==> config.mk <==
export PLATFORM = sky130hd
export DESIGN_NAME = pit_timer
export DESIGN_NICKNAME = d
export VERILOG_FILES = /design/src/pit_pkg.sv /design/src/pit_timer.sv /design/src/pit_prescaler.sv
export VERILOG_INCLUDE_DIRS = /design/src /design/src/src
export SDC_FILE = /design/constraint.sdc
export NUM_CORES = 1
export LEC_CHECK = 0
export BUFFER_PORTS_ARGS = -buffer_cell sky130_fd_sc_hd__buf_2
export CORE_MARGIN = 8
export CORE_UTILIZATION = 35
export DETAILED_ROUTE_END_ITERATION = 8
export GPL_TIMING_DRIVEN = 0
export SLEW_MARGIN = 5
export SYNTH_ARGS = -nofsm -noshare
export SYNTH_HDL_FRONTEND = slang
export SYNTH_HIERARCHICAL = 1
export SYNTH_SLANG_ARGS = --single-unit
==> constraint.sdc <==
create_clock -name clk -period 4 [get_ports clk]
set_input_delay 0.4 -clock clk [delete_from_list [all_inputs] [get_ports clk]]
set_output_delay 0.4 -clock clk [all_outputs]
set_load 0.05 [all_outputs]
==> src/pit_params.svh <==
/*
 * constants for the prescaled interval timer: register offsets, field
 * widths, reset values and control bit positions.
 * assumes inclusion by bare name from the timer package and modules.
 */
// Summary of operation
// - 16-bit count register decrements every n cycles
// - 8-bit prescale holds n minus one
// - count reaching zero raises timer interrupt
// - zero reloads count from 16-bit period
`ifndef PIT_PARAMS_SVH
`define PIT_PARAMS_SVH

`define PIT_OFS_COUNT 12'h000
`define PIT_OFS_PRESCALE 12'h004
`define PIT_OFS_PERIOD 12'h008
`define PIT_OFS_CTRL 12'h00c
`define PIT_OFS_STATUS 12'h010
`define PIT_OFS_CLEAR 12'h014
`define PIT_OFS_ENABLE 12'h018

`define PIT_COUNT_W 16
`define PIT_SCALE_W 8
`define PIT_RST_COUNT 16'h0000
`define PIT_RST_SCALE 8'h00
`define PIT_RST_PERIOD 16'h0000
`define PIT_BIT_RUN 0
`define PIT_BIT_ZERO 0

`endif

==> src/pit_pkg.sv <==
/*
 * types shared by the prescaled interval timer files.
 * assumes pit_params.svh sits on the include path.
 */
`include "pit_params.svh"
package pit_pkg;
    typedef logic [`PIT_COUNT_W-1:0] pit_count_t;
    typedef logic [`PIT_SCALE_W-1:0] pit_scale_t;
    // apb request as seen by the slave
    typedef struct packed {
        logic [11:0] addr;
        logic write;
        logic [31:0] wdata;
    } pit_apb_req_s;
    typedef enum logic [1:0] {
        pit_idle,
        pit_access
    } pit_bus_e;
endpackage

==> src/pit_timer.sv <==
/*
 * prescaled interval timer with apb register slave and level interrupt.
 * assumes an apb master on clk; irq goes to the processor interrupt logic.
 */
`timescale 1ns/1ns
module pit_timer
    import pit_pkg::*;
(
    // clock and reset
    input wire logic clk,
    input wire logic rst_n,
    // apb slave
    input wire logic psel,
    input wire logic penable,
    input wire logic pwrite,
    input wire logic [11:0] paddr,
    input wire logic [31:0] pwdata,
    output logic [31:0] prdata,
    output logic pready,
    output logic pslverr,
    // interrupt
    output logic irq
);
    logic rst_meta, rst_sync_n;
    pit_count_t timer_count, timer_period;
    pit_scale_t timer_prescale, scale_in;
    logic run, zero_sts, zero_en, scale_wr;
    logic tick, zero_evt, wr_en, rd_en, known;
    pit_apb_req_s req;

    // reset released through two flops, asserted at once
    always_ff @(posedge clk or negedge rst_n) begin
        if (!rst_n) begin
            rst_meta <= 1'b0;
            rst_sync_n <= 1'b0;
        end else begin
            rst_meta <= 1'b1;
            rst_sync_n <= rst_meta;
        end
    end

    // bus decode; slave answers in the first access cycle
    assign req = '{addr: paddr, write: pwrite, wdata: pwdata};
    assign pready = 1'b1;
    assign wr_en = psel && penable && req.write;
    assign rd_en = psel && penable && !req.write;
    always_comb begin
        case (req.addr)
            `PIT_OFS_COUNT, `PIT_OFS_PRESCALE, `PIT_OFS_PERIOD,
            `PIT_OFS_CTRL, `PIT_OFS_STATUS, `PIT_OFS_CLEAR,
            `PIT_OFS_ENABLE: known = 1'b1;
            default: known = 1'b0;
        endcase
    end
    assign pslverr = psel && penable && !known;
    assign scale_wr = wr_en && req.addr == `PIT_OFS_PRESCALE;
    // a prescale write reloads the cycle counter with the new value at
    // once; the register itself only takes it at the same edge
    assign scale_in = scale_wr ? req.wdata[7:0] : timer_prescale;

    // zero reached while the count decrements from one
    assign zero_evt = tick && timer_count == 16'h0001;

    pit_prescaler u_prescaler (
        .clk(clk),
        .rst_n(rst_sync_n),
        .run(run),
        .restart(scale_wr),
        .scale(scale_in),
        .tick(tick)
    );

    // control and setup registers
    always_ff @(posedge clk or negedge rst_sync_n) begin
        if (!rst_sync_n) begin
            run <= 1'b0;
            timer_prescale <= `PIT_RST_SCALE;
            timer_period <= `PIT_RST_PERIOD;
            zero_en <= 1'b0;
        end else if (wr_en) begin
            case (req.addr)
                `PIT_OFS_CTRL: run <= req.wdata[`PIT_BIT_RUN];
                `PIT_OFS_PRESCALE: timer_prescale <= req.wdata[7:0];
                `PIT_OFS_PERIOD: timer_period <= req.wdata[15:0];
                `PIT_OFS_ENABLE: zero_en <= req.wdata[`PIT_BIT_ZERO];
                default: ;
            endcase
        end
    end

    // count register; software write beats a tick in the same cycle
    always_ff @(posedge clk or negedge rst_sync_n) begin
        if (!rst_sync_n) begin
            timer_count <= `PIT_RST_COUNT;
        end else if (wr_en && req.addr == `PIT_OFS_COUNT) begin
            timer_count <= req.wdata[15:0];
        end else if (zero_evt) begin
            timer_count <= timer_period;
        end else if (tick && timer_count != 16'h0000) begin
            timer_count <= timer_count - 16'h0001;
        end
    end

    // sticky status; a new event wins over a clear in the same cycle
    always_ff @(posedge clk or negedge rst_sync_n) begin
        if (!rst_sync_n) begin
            zero_sts <= 1'b0;
        end else if (zero_evt) begin
            zero_sts <= 1'b1;
        end else if (wr_en && req.addr == `PIT_OFS_CLEAR &&
                     req.wdata[`PIT_BIT_ZERO]) begin
            zero_sts <= 1'b0;
        end
    end

    // read data held in a flop; clear register reads as zero
    always_ff @(posedge clk or negedge rst_sync_n) begin
        if (!rst_sync_n) begin
            prdata <= 32'h0000_0000;
        end else if (psel && !penable && !pwrite) begin
            case (paddr)
                `PIT_OFS_COUNT: prdata <= {16'h0000, timer_count};
                `PIT_OFS_PRESCALE: prdata <= {24'h000000, timer_prescale};
                `PIT_OFS_PERIOD: prdata <= {16'h0000, timer_period};
                `PIT_OFS_CTRL: prdata <= {31'h0, run};
                `PIT_OFS_STATUS: prdata <= {31'h0, zero_sts};
                `PIT_OFS_ENABLE: prdata <= {31'h0, zero_en};
                default: prdata <= 32'h0000_0000;
            endcase
        end
    end

    // level interrupt toward the processor
    always_ff @(posedge clk or negedge rst_sync_n) begin
        if (!rst_sync_n) begin
            irq <= 1'b0;
        end else begin
            irq <= zero_sts && zero_en;
        end
    end

    // checks run on the core clock and stay quiet until the internal
    // reset copy has been released
    chk_count_decr: assert property (
        @(posedge clk) disable iff (!rst_sync_n)
        tick && timer_count > 16'h0001 && !wr_en
        |=> timer_count == $past(timer_count) - 16'h0001)
        else $error("count did not decrement on tick");
    chk_count_hold: assert property (
        @(posedge clk) disable iff (!rst_sync_n)
        !tick && !wr_en |=> $stable(timer_count))
        else $error("count moved without tick");
    chk_zero_reload: assert property (
        @(posedge clk) disable iff (!rst_sync_n)
        zero_evt && !wr_en |=> timer_count == $past(timer_period))
        else $error("count not reloaded from period");
    chk_zero_flag: assert property (
        @(posedge clk) disable iff (!rst_sync_n)
        zero_evt |=> zero_sts)
        else $error("zero event did not set status");
    chk_irq_level: assert property (
        @(posedge clk) disable iff (!rst_sync_n)
        zero_evt && zero_en && !wr_en |=> ##1 irq)
        else $error("interrupt not raised on zero");
    // a tick reloads the prescaler, so ticks only run back to back when
    // the prescale value is zero
    chk_tick_source: assert property (
        @(posedge clk) disable iff (!rst_sync_n)
        tick && timer_prescale != 8'h00 && !scale_wr |=> !tick)
        else $error("prescaler ticked on consecutive cycles");
    chk_scale_apply: assert property (
        @(posedge clk) disable iff (!rst_sync_n)
        scale_wr |=> timer_prescale == $past(req.wdata[7:0]))
        else $error("prescale write lost");
    chk_bus_error: assert property (
        @(posedge clk) disable iff (!rst_sync_n)
        psel && penable && pwrite && !known
        |=> $stable(timer_period) && $stable(timer_prescale) &&
            $stable(run) && $stable(zero_en))
        else $error("write to unmapped address changed a register");
    // read data is captured in the setup cycle, one cycle before access
    chk_status_read: assert property (
        @(posedge clk) disable iff (!rst_sync_n)
        rd_en && req.addr == `PIT_OFS_STATUS
        |-> prdata == {31'h0, $past(zero_sts)})
        else $error("status read wrong");
    chk_count_read: assert property (
        @(posedge clk) disable iff (!rst_sync_n)
        rd_en && req.addr == `PIT_OFS_COUNT
        |-> prdata == {16'h0000, $past(timer_count)})
        else $error("count read wrong");
    chk_period_read: assert property (
        @(posedge clk) disable iff (!rst_sync_n)
        rd_en && req.addr == `PIT_OFS_PERIOD
        |-> prdata == {16'h0000, $past(timer_period)})
        else $error("period read wrong");
    chk_unmapped_read: assert property (
        @(posedge clk) disable iff (!rst_sync_n)
        rd_en && !known |-> prdata == 32'h0000_0000)
        else $error("unmapped read not zero");
    chk_ctrl_write: assert property (
        @(posedge clk) disable iff (!rst_sync_n)
        wr_en && req.addr == `PIT_OFS_CTRL
        |=> run == $past(req.wdata[`PIT_BIT_RUN]))
        else $error("run bit write lost");
    // a zero event in the same cycle keeps the flag set
    chk_clear_status: assert property (
        @(posedge clk) disable iff (!rst_sync_n)
        wr_en && req.addr == `PIT_OFS_CLEAR &&
        req.wdata[`PIT_BIT_ZERO] && !zero_evt |=> !zero_sts)
        else $error("status clear lost");
    chk_irq_mask: assert property (
        @(posedge clk) disable iff (!rst_sync_n)
        !zero_en |=> !irq)
        else $error("interrupt raised while masked");
    chk_irq_drop: assert property (
        @(posedge clk) disable iff (!rst_sync_n)
        !zero_sts |=> !irq)
        else $error("interrupt raised without status");

    // main scenarios: reload, interrupt, clear, restart, refused access
    cov_reload: cover property (@(posedge clk) disable iff (!rst_sync_n)
        zero_evt);
    cov_irq: cover property (@(posedge clk) disable iff (!rst_sync_n)
        $rose(irq));
    cov_clear: cover property (@(posedge clk) disable iff (!rst_sync_n)
        $fell(zero_sts));
    cov_restart_run: cover property (@(posedge clk) disable iff (!rst_sync_n)
        scale_wr && run);
    cov_refused: cover property (@(posedge clk) disable iff (!rst_sync_n)
        pslverr);
endmodule // pit_timer

==> src/pit_prescaler.sv <==
/*
 * prescale cycle down-counter; one tick per scale+1 cycles.
 * assumes a synchronous reset copy and enable from the timer top.
 */
`timescale 1ns/1ns
module pit_prescaler
    import pit_pkg::*;
(
    // clock and reset
    input wire logic clk,
    input wire logic rst_n,
    // control
    input wire logic run,
    input wire logic restart,
    input pit_scale_t scale,
    // output
    output logic tick
);
    pit_scale_t cnt;

    // expiry when the cycle counter is at zero while running
    assign tick = run && (cnt == '0);

    // reload on expiry gives scale+1 cycles per tick
    always_ff @(posedge clk or negedge rst_n) begin
        if (!rst_n) begin
            cnt <= `PIT_RST_SCALE;
        end else if (restart || !run) begin
            cnt <= scale;
        end else if (tick) begin
            cnt <= scale;
        end else begin
            cnt <= cnt - 8'h01;
        end
    end

    // tick spacing is exactly scale+1 cycles while untouched
    logic [8:0] gap;
    always_ff @(posedge clk or negedge rst_n) begin
        if (!rst_n) begin
            gap <= 9'h000;
        end else if (tick || restart || !run) begin
            gap <= 9'h000;
        end else begin
            gap <= gap + 9'h001;
        end
    end
    chk_tick_reload: assert property (
        @(posedge clk) disable iff (!rst_n)
        tick && !restart |=> cnt == $past(scale))
        else $error("prescaler not reloaded on expiry");
    chk_tick_gap: assert property (
        @(posedge clk) disable iff (!rst_n)
        tick && !restart |-> gap == {1'b0, scale})
        else $error("prescale tick spacing wrong");
endmodule // pit_prescaler

[Word-level counts from Yosys, hierarchy flattened]
Cells that the tools add are included.
Cells by class
  add/subtract/negate cells: 2
  multipliers: 0
  div/mod/pow operators: 0
  order comparisons: 0
  equal/unequal tests: 7
  shift-type cells: 0
  muxes and demuxes: 10
  bitwise operators: 0
  reductions and logical operators: 28
Operators with widths (number)
  case mux 16 bit (6 select lines): 1
  two-way mux 16 bit: 3
  == test 12 x 5 -> 1 bit, second input constant: 3
  == test 12 x 4 -> 1 bit, second input constant: 2
  two-way mux 8 bit: 3
  == test 16 x 1 -> 1 bit, second input constant: 1
  nonzero test 16 bit: 1
  subtractor 16 x 1 -> 16 bit, second input constant: 1
  logical AND 1 bit: 13
  == test 12 x 3 -> 1 bit, second input constant: 1
  zero test 12 bit: 1
  zero test 8 bit: 1
  AND reduction 2 bit: 4
  subtractor 8 x 1 -> 8 bit, second input constant: 1
  OR reduction 7 bit: 1
  zero test 1 bit: 4
  two-way mux 1 bit: 3
  nonzero test 3 bit: 1
  nonzero test 2 bit: 1
  logical OR 1 bit: 1
Word-level totals
  register bits after elaboration: 86
  bits in latches: 0
  RAM bits: 0
  memory bits (read-only): 0
  output and inout port bits: 35
  memories: 0

[Longest topological paths before layout]
Gate-level depths: netlist of the first run.
  depth after elaboration: 6
  mapped depth: 10

[By module]
Netlist of the first run, hierarchy kept.
By module, submodules not included
  pit_timer: instances 1, cells each 354, area each 3495.9 um^2
  pit_prescaler: instances 1, cells each 47, area each 485.5 um^2

[Worst setup path before layout of the first run]
Ideal clock, no wire load.
  path type: input -> register
  start: input paddr[9]
  end: register timer_period[10]
  arrival time: 2.492 ns
  data required time: 3.875 ns
  setup slack: 1.383 ns
  cell stages on the path: 8
  cells stage by stage: or4_4 or3_1 buf_2 nor4b_4 and2_1 buf_6 buf_12 mux2_4
Between the ends
  longest elaborated chain between the ends: 2
RTL lines
  start, declared: line pit_timer.sv:16  | input wire logic [11:0] paddr,
  == test 12 x 4 -> 1 bit: line pit_timer.sv:81  | case (req.addr)
  AND reduction 2 bit (no source line)
  end signal, assigned: line pit_timer.sv:78  | timer_period <= `PIT_RST_PERIOD;
  end signal, assigned: line pit_timer.sv:84  | `PIT_OFS_PERIOD: timer_period <= req.wdata[15:0];
  end, declared: line pit_timer.sv:25  | pit_count_t timer_count, timer_period;
Every way passes these cells.
A chain may end at the register's enable or synchronous reset.

[Worst setup path after layout of the first run]
  start: register timer_count[4]
  end: register timer_count[6]
Between the ends
  longest elaborated chain between the ends: 4
RTL lines
  start, declared: line pit_timer.sv:25
  start signal, assigned: line pit_timer.sv:94  | timer_count <= `PIT_RST_COUNT;
  start signal, assigned: line pit_timer.sv:96  | timer_count <= req.wdata[15:0];
  start signal, assigned: line pit_timer.sv:98  | timer_count <= timer_period;
  subtractor 16 x 1 -> 16 bit / == test 16 x 1 -> 1 bit (equally long branches): line pit_timer.sv:100, pit_timer.sv:62
  two-way mux 16 bit / logical AND 1 bit (equally long branches): line pit_timer.sv:99, pit_timer.sv:62
  two-way mux 16 bit: line pit_timer.sv:97  | end else if (zero_evt) begin
  two-way mux 16 bit: line pit_timer.sv:95  | end else if (wr_en && req.addr == `PIT_OFS_COUNT) begin
Parallel ways exist; a longest one is shown, timed or not. The select of a mux whose other input is x is not followed.

==> results of run 1 <==
logic make-up after synthesis:
kind of cell,after synthesis,synth area share [%]
AOI/OAI and AO/OA,109,18.67
xor gates and xnor gates,10,2.200
other,2,0.1886
muxes,32,10.15
and+or+nand+nor,128,16.75
buffers and inverters,46,6.788
DFF,70,44.00
adders and majority gates,4,1.257
report_power, final:
| group | internal [mW] | leakage (nW) | switching [mW] |
|---|---|---|---|
| logic | 0.0363 | 1.08 | 0.0771 |
| registers | 0.713 | 0.921 | 0.0100 |
| clock network | 0.471 | 0.141 | 0.305 |
worst paths after layout:
kind | cells past startpoint | endpoint | from | slack, ps
max | 7 | timer_count[6] | timer_count[4] | 1030
min | 0 | prdata[7] | rst_sync_n | 250
max reg2reg | 7 | timer_count[6] | timer_count[4] | 1030
min reg2reg | 0 | prdata[7] | rst_sync_n | 250
max in group asynchronous | 1 | u_prescaler/cnt[2] | rst_sync_n | 3190
min in group clk | 3 | timer_count[11] | pwdata[11] | 310
repair_timing:
action                                  CTS  global route
endpoints found under the setup margin    0             0
gates resized for setup                   0             0
hold buffers                              1             0
endpoints found under the hold margin     2             0
state kept, by name (all words and copies together) (netlist names):
| signal | flops |
|---|---|
| irq | 1 |
| prdata | 16 |
| rst_meta | 1 |
| rst_sync_n | 1 |
| run | 1 |
| timer_count | 16 |
| timer_period | 16 |
| timer_prescale | 8 |
| u_prescaler/cnt | 8 |
| zero_en | 1 |
| zero_sts | 1 |
per-layer routing:
| layer | GRT usage, % | vias up | wire length (µm) |
|---|---|---|---|
| met3 | 3.496 | 14 | 645 |
| met5 | 0 | - | 0 |
| met2 | 23.95 | 96 | 5315 |
| met1 | 19.30 | 1640 | 4908 |
| met4 | 6.702 | 0 | 185 |
| li1 | - | 1593 | - |
metrics by stage:
stage          instance area, µm²  utilization, %
6_report                     4798           42.57
5_1_grt                      4798           42.57
2_1_floorplan                4041               -
3_5_place_dp                 4487           39.80
4_1_cts                      4792           42.51
3_3_place_gp                 4456           39.53
worst max-delay path, stage by stage (launching register included):
cell and delay (ps):
dfrtp_1 350, clkbuf_1 180, nor4_1 950, and4_1 340, clkbuf_1 400, nand2_1 170, a221oi_1 330, o31ai_1 100
Yosys cell counts (5+ instances only):
cell type | number | area (µm²)
mux2_4 | 10 | 150.1
or3_1 | 5 | 31.28
nand2_1 | 36 | 135.1
buf_4 | 17 | 127.6
dfrtp_1 | 70 | 1752
a22oi_1 | 24 | 180.2
nor2_1 | 29 | 108.9
o21ai_0 | 30 | 150.1
inv_1 | 8 | 30.03
mux2_2 | 17 | 191.4
xnor2_1 | 7 | 61.31
clkbuf_1 | 15 | 56.30
and3_1 | 8 | 50.05
nor4_1 | 6 | 37.54
nor3_1 | 13 | 65.06
a21oi_1 | 18 | 90.09
nand3_1 | 12 | 60.06
area by class of cell:
class	count	area (µm²)	share of cell area, %
inverter	9	33.78	0.7040
sequential	70	1755	36.58
buffer	37	236.5	4.928
tap	143	178.9	3.729
clock buffer	12	266.5	5.554
multi-input combinational	301	2026	42.22
timing repair buffer	49	272.8	5.684
clock inverter	4	28.78	0.5997
==> flow_summary.ini, run 1 <==
[final_layout]
final_common_cell = dfrtp_1
drive_gt1_share_pct = 26.76
final_cells = 625
layout.nets = 530
area.growth.synth_to_final_pct = 20.52
antenna_cells = 0
mostFrequentLayoutCells = dfrtp_1 (69), buf_2 (49), nand2_1 (36)
nFillCells = 1121

[floorplanning]
die_x_um = 122.7
dieArea_mm2 = 0.01504
coreArea_mm2 = 0.01127
pin_count = 84
start_util_pct = 35.32
num_rows = 39
chipHeight_um = 122.7

[synth]
ys_ff_latch = 70
yosys_warnings = 6
synth_seq_area_share_pct = 44.00
ys_types = 59
syn-mean-instance-area_um2 = 9.928
ys.flop_type = dfrtp_1
synthesis.area_mm2 = 0.003981
synth-edff-count = 0
synthCells = 401
async_flop_share_pct = 100.0

[detailed_routing]
drc = 0
antenna_left = 0
routed-via-count = 3343
dr.pass1.iters = 6
via_per_inst = 5.349
wl_per_cell_um = 17.69
routed_wl_mm = 11.05
drtIter0Drc = 257

[critical_path]
worstPathArrival_ps = 3160
required_ps = 4190
worstPathMaxFanout = 10
cp-end-kind = flip-flop
cp-start-kind = flip-flop
crit_type = reg2reg

[power]
ir_worst_vdd_v = 0.0002263
powerDensity_mw_per_mm2 = 336.0
leakage_nw = 2.138
total_power_mw = 1.612

[sta]
finalClockSkew_ps = 5.841
finalHoldViolCount = 0
period_share_pct = 74.30
tightest_slew_ps = 1143
fmax_mhz = 336.5
min_period_ps = 2972
whs_ps = 249.9
slew_headroom_pct = 23.09
drv_slew = 0
tns_ps = 0
rsz0062_at_grt = no
setup_violations = 0
setup_slack_ps = 1028

[flow_run]
cap_viol_max_count = 0

[placed_design]
dpl.hpwl_mm = 8.024
place_inst = 608
dp_slack_ps = 809.9
routabilityCongestion = 0.9016
io_buffer_count = 47

[clocking]
clkTransAtPathRegs_ps = 60
cts_sinks = 70
clk_latency_ps = 330
post_cts_buffers = 0
clockBufferDepth = 2
cts_buffers = 9
cts_tree = yes
cts_root_buf = clkbuf_16
h-tree-depth = 3

[status]
status = completed

[grt]
antenna_found_initial = 0
first_global_vias = 3416
track_usage_pct = 15.10
grt_overflow = 0
grt_max_degree = 45
grt_pass1_wl_mm = 17.87

[hold_path]
holdCritPathClass = reg2async
No activity file was read; power rests on OpenSTA's default activity.
==> run 2, diff against run 1 <==
Clock period 4 ns to 2.9 ns, I/O delays scaled along.
==> run 2 against run 1 <==
Effect of this change:
- clock-buffer cell count did not move
- core utilization grew 0.067 points
- die area did not move
- critical path type is now in2reg
- highest routed layer unchanged
==> flow_summary.ini, run 2 (same netlist as run 1, synthesis figures left out) <==
[clocking]
clockBufferDepth = 2
clk_latency_ps = 330
cts_root_buf = clkbuf_16
h-tree-depth = 3
cts_tree = yes
cts_sinks = 70
clkTransAtPathRegs_ps = 60
cts_buffers = 9

[sta]
tns_ps = 0
finalClockSkew_ps = 5.719
period_share_pct = 90.74
finalHoldViolCount = 0
fmax_mhz = 380.0
rsz0062_at_grt = no
tightest_slew_ps = 851.6
min_period_ps = 2631
drv_slew = 0
slew_headroom_pct = 42.75
setup_slack_ps = 268.5
setup_violations = 0

[grt]
met1_usage_pct = 19.30
grt_overflow = 0
first_global_vias = 3416
grt_max_degree = 45
globalRouteMet3Util_pct = 3.496
antenna_found_initial = 0
grt_pass1_wl_mm = 17.87
grt.busiest_layer = met2
grt_util_met2_pct = 23.95
track_usage_pct = 15.10

[critical_path]
critPathLaunch = paddr[5]
ff2ff_setup_slack_ps = 300
r2r-end = timer_count[6]
regToRegStartpoint = timer_count[4]
worstRegToRegCells = 7
cp-start-kind = input pin
worstPathArrival_ps = 2850
crit_type = in2reg
worstPathMaxFanout = 10
required_ps = 3110
cp-end-kind = flip-flop

[flow_run]
cap_viol_max_count = 0

[placed_design]
io_buffer_count = 47
dp_slack_ps = -180.1
dpl.hpwl_mm = 8.024
placed_area_mm2 = 0.004487
routabilityCongestion = 0.9016

[hold_path]
whs_endpoint = timer_count[11]
hold_depth = 3
holdCritPathClass = in2reg
hp-start = pwdata[11]

[floorplanning]
num_rows = 39
die_x_um = 122.7
pin_count = 84
coreArea_mm2 = 0.01127
chipHeight_um = 122.7
dieArea_mm2 = 0.01504
start_util_pct = 35.32

[power]
ir_worst_vdd_v = 0.0003118
powerDensity_mw_per_mm2 = 463.4
leakage_nw = 2.142

[detailed_routing]
drtIter0Drc = 275
dr.pass1.iters = 7
routed_wl_mm = 11.02
routed-via-count = 3344
wl_per_cell_um = 17.63
antenna_left = 0
drc = 0
via_per_inst = 5.350

[final_layout]
top_regs = prdata: 16 flops, timer_count: 16 flops, timer_period: 16 flops
final_core_util_pct = 42.64
area.growth.synth_to_final_pct = 20.71
layout.nets = 530
antenna_cells = 0
drive_gt1_share_pct = 27.18
mostFrequentLayoutCells = dfrtp_1 (69), buf_2 (49), nand2_1 (36)
finalInstanceArea_mm2 = 0.004806
final_common_cell = dfrtp_1

[status]
status = completed
-- run 2: cell counts in the layout (fill, tap and decap cells not counted) --
No cell type changed its count.
-- run 2: worst max-delay path, cell delays in order --
cell	delay, ps
buf_2	100
or4_1	570
or3_1	320
buf_2	200
nor4b_4	520
and2_1	230
buf_6	140
buf_12	160
mux2_4	300
-- run 2: how the worst max path moves through the flow --
stage                             to  slack, ps  cells past startpoint
global route          timer_count[6]        110                      7
detailed placement         prdata[7]       -180                      6
global placement          prdata[14]        -40                      0
CTS                   timer_count[6]         20                      7
floorplan           timer_period[10]        390                      8
finish              timer_period[15]        270                      9
-- run 2: stage by stage --
stage          std cells  hold WS, ps  power [mW]
3_5_place_dp         608        79.23       1.169
6_report             625        196.3       2.227
5_1_grt              625        195.7       2.315
4_1_cts              625        183.2       2.261
2_1_floorplan        417       -5.591       1.119
3_3_place_gp         607        76.38       1.161
-- run 2: report_power, final --
group / switching (mW) / internal [mW] / leakage, nW / total [mW]
clock: 0.424 / 0.650 / 0.141 / 1.07
sequential: 0.0140 / 0.983 / 0.921 / 0.997
combinational: 0.106 / 0.0500 / 1.08 / 0.156
-- run 2: cell type report --
cell class              instances  area [µm²]
multi-input cells             301        2032
clock buffers                  12       266.5
inverters                       9       33.78
well taps                     143       178.9
fillers                      1121        6466
clock inverters                 4       28.78
flip-flops and latches         70        1755
repair buffers                 49       272.8
plain buffers                  37       237.7
-- run 2: timing repair --
| item | 4_1_cts | 5_1_grt |
|---|---|---|
| hold endpoints to repair | 2 | 0 |
| setup endpoints to repair | 0 | 15 |
| gates resized for setup | 0 | 3 |
| setup buffers | 0 | 0 |
| hold buffers | 1 | 0 |
-- run 2: layer usage --
layer,wire (µm),share of wire (%)
met1,4834,44
met2,5311,48
met3,682,6.2
met4,189,1.7
met5,0,0
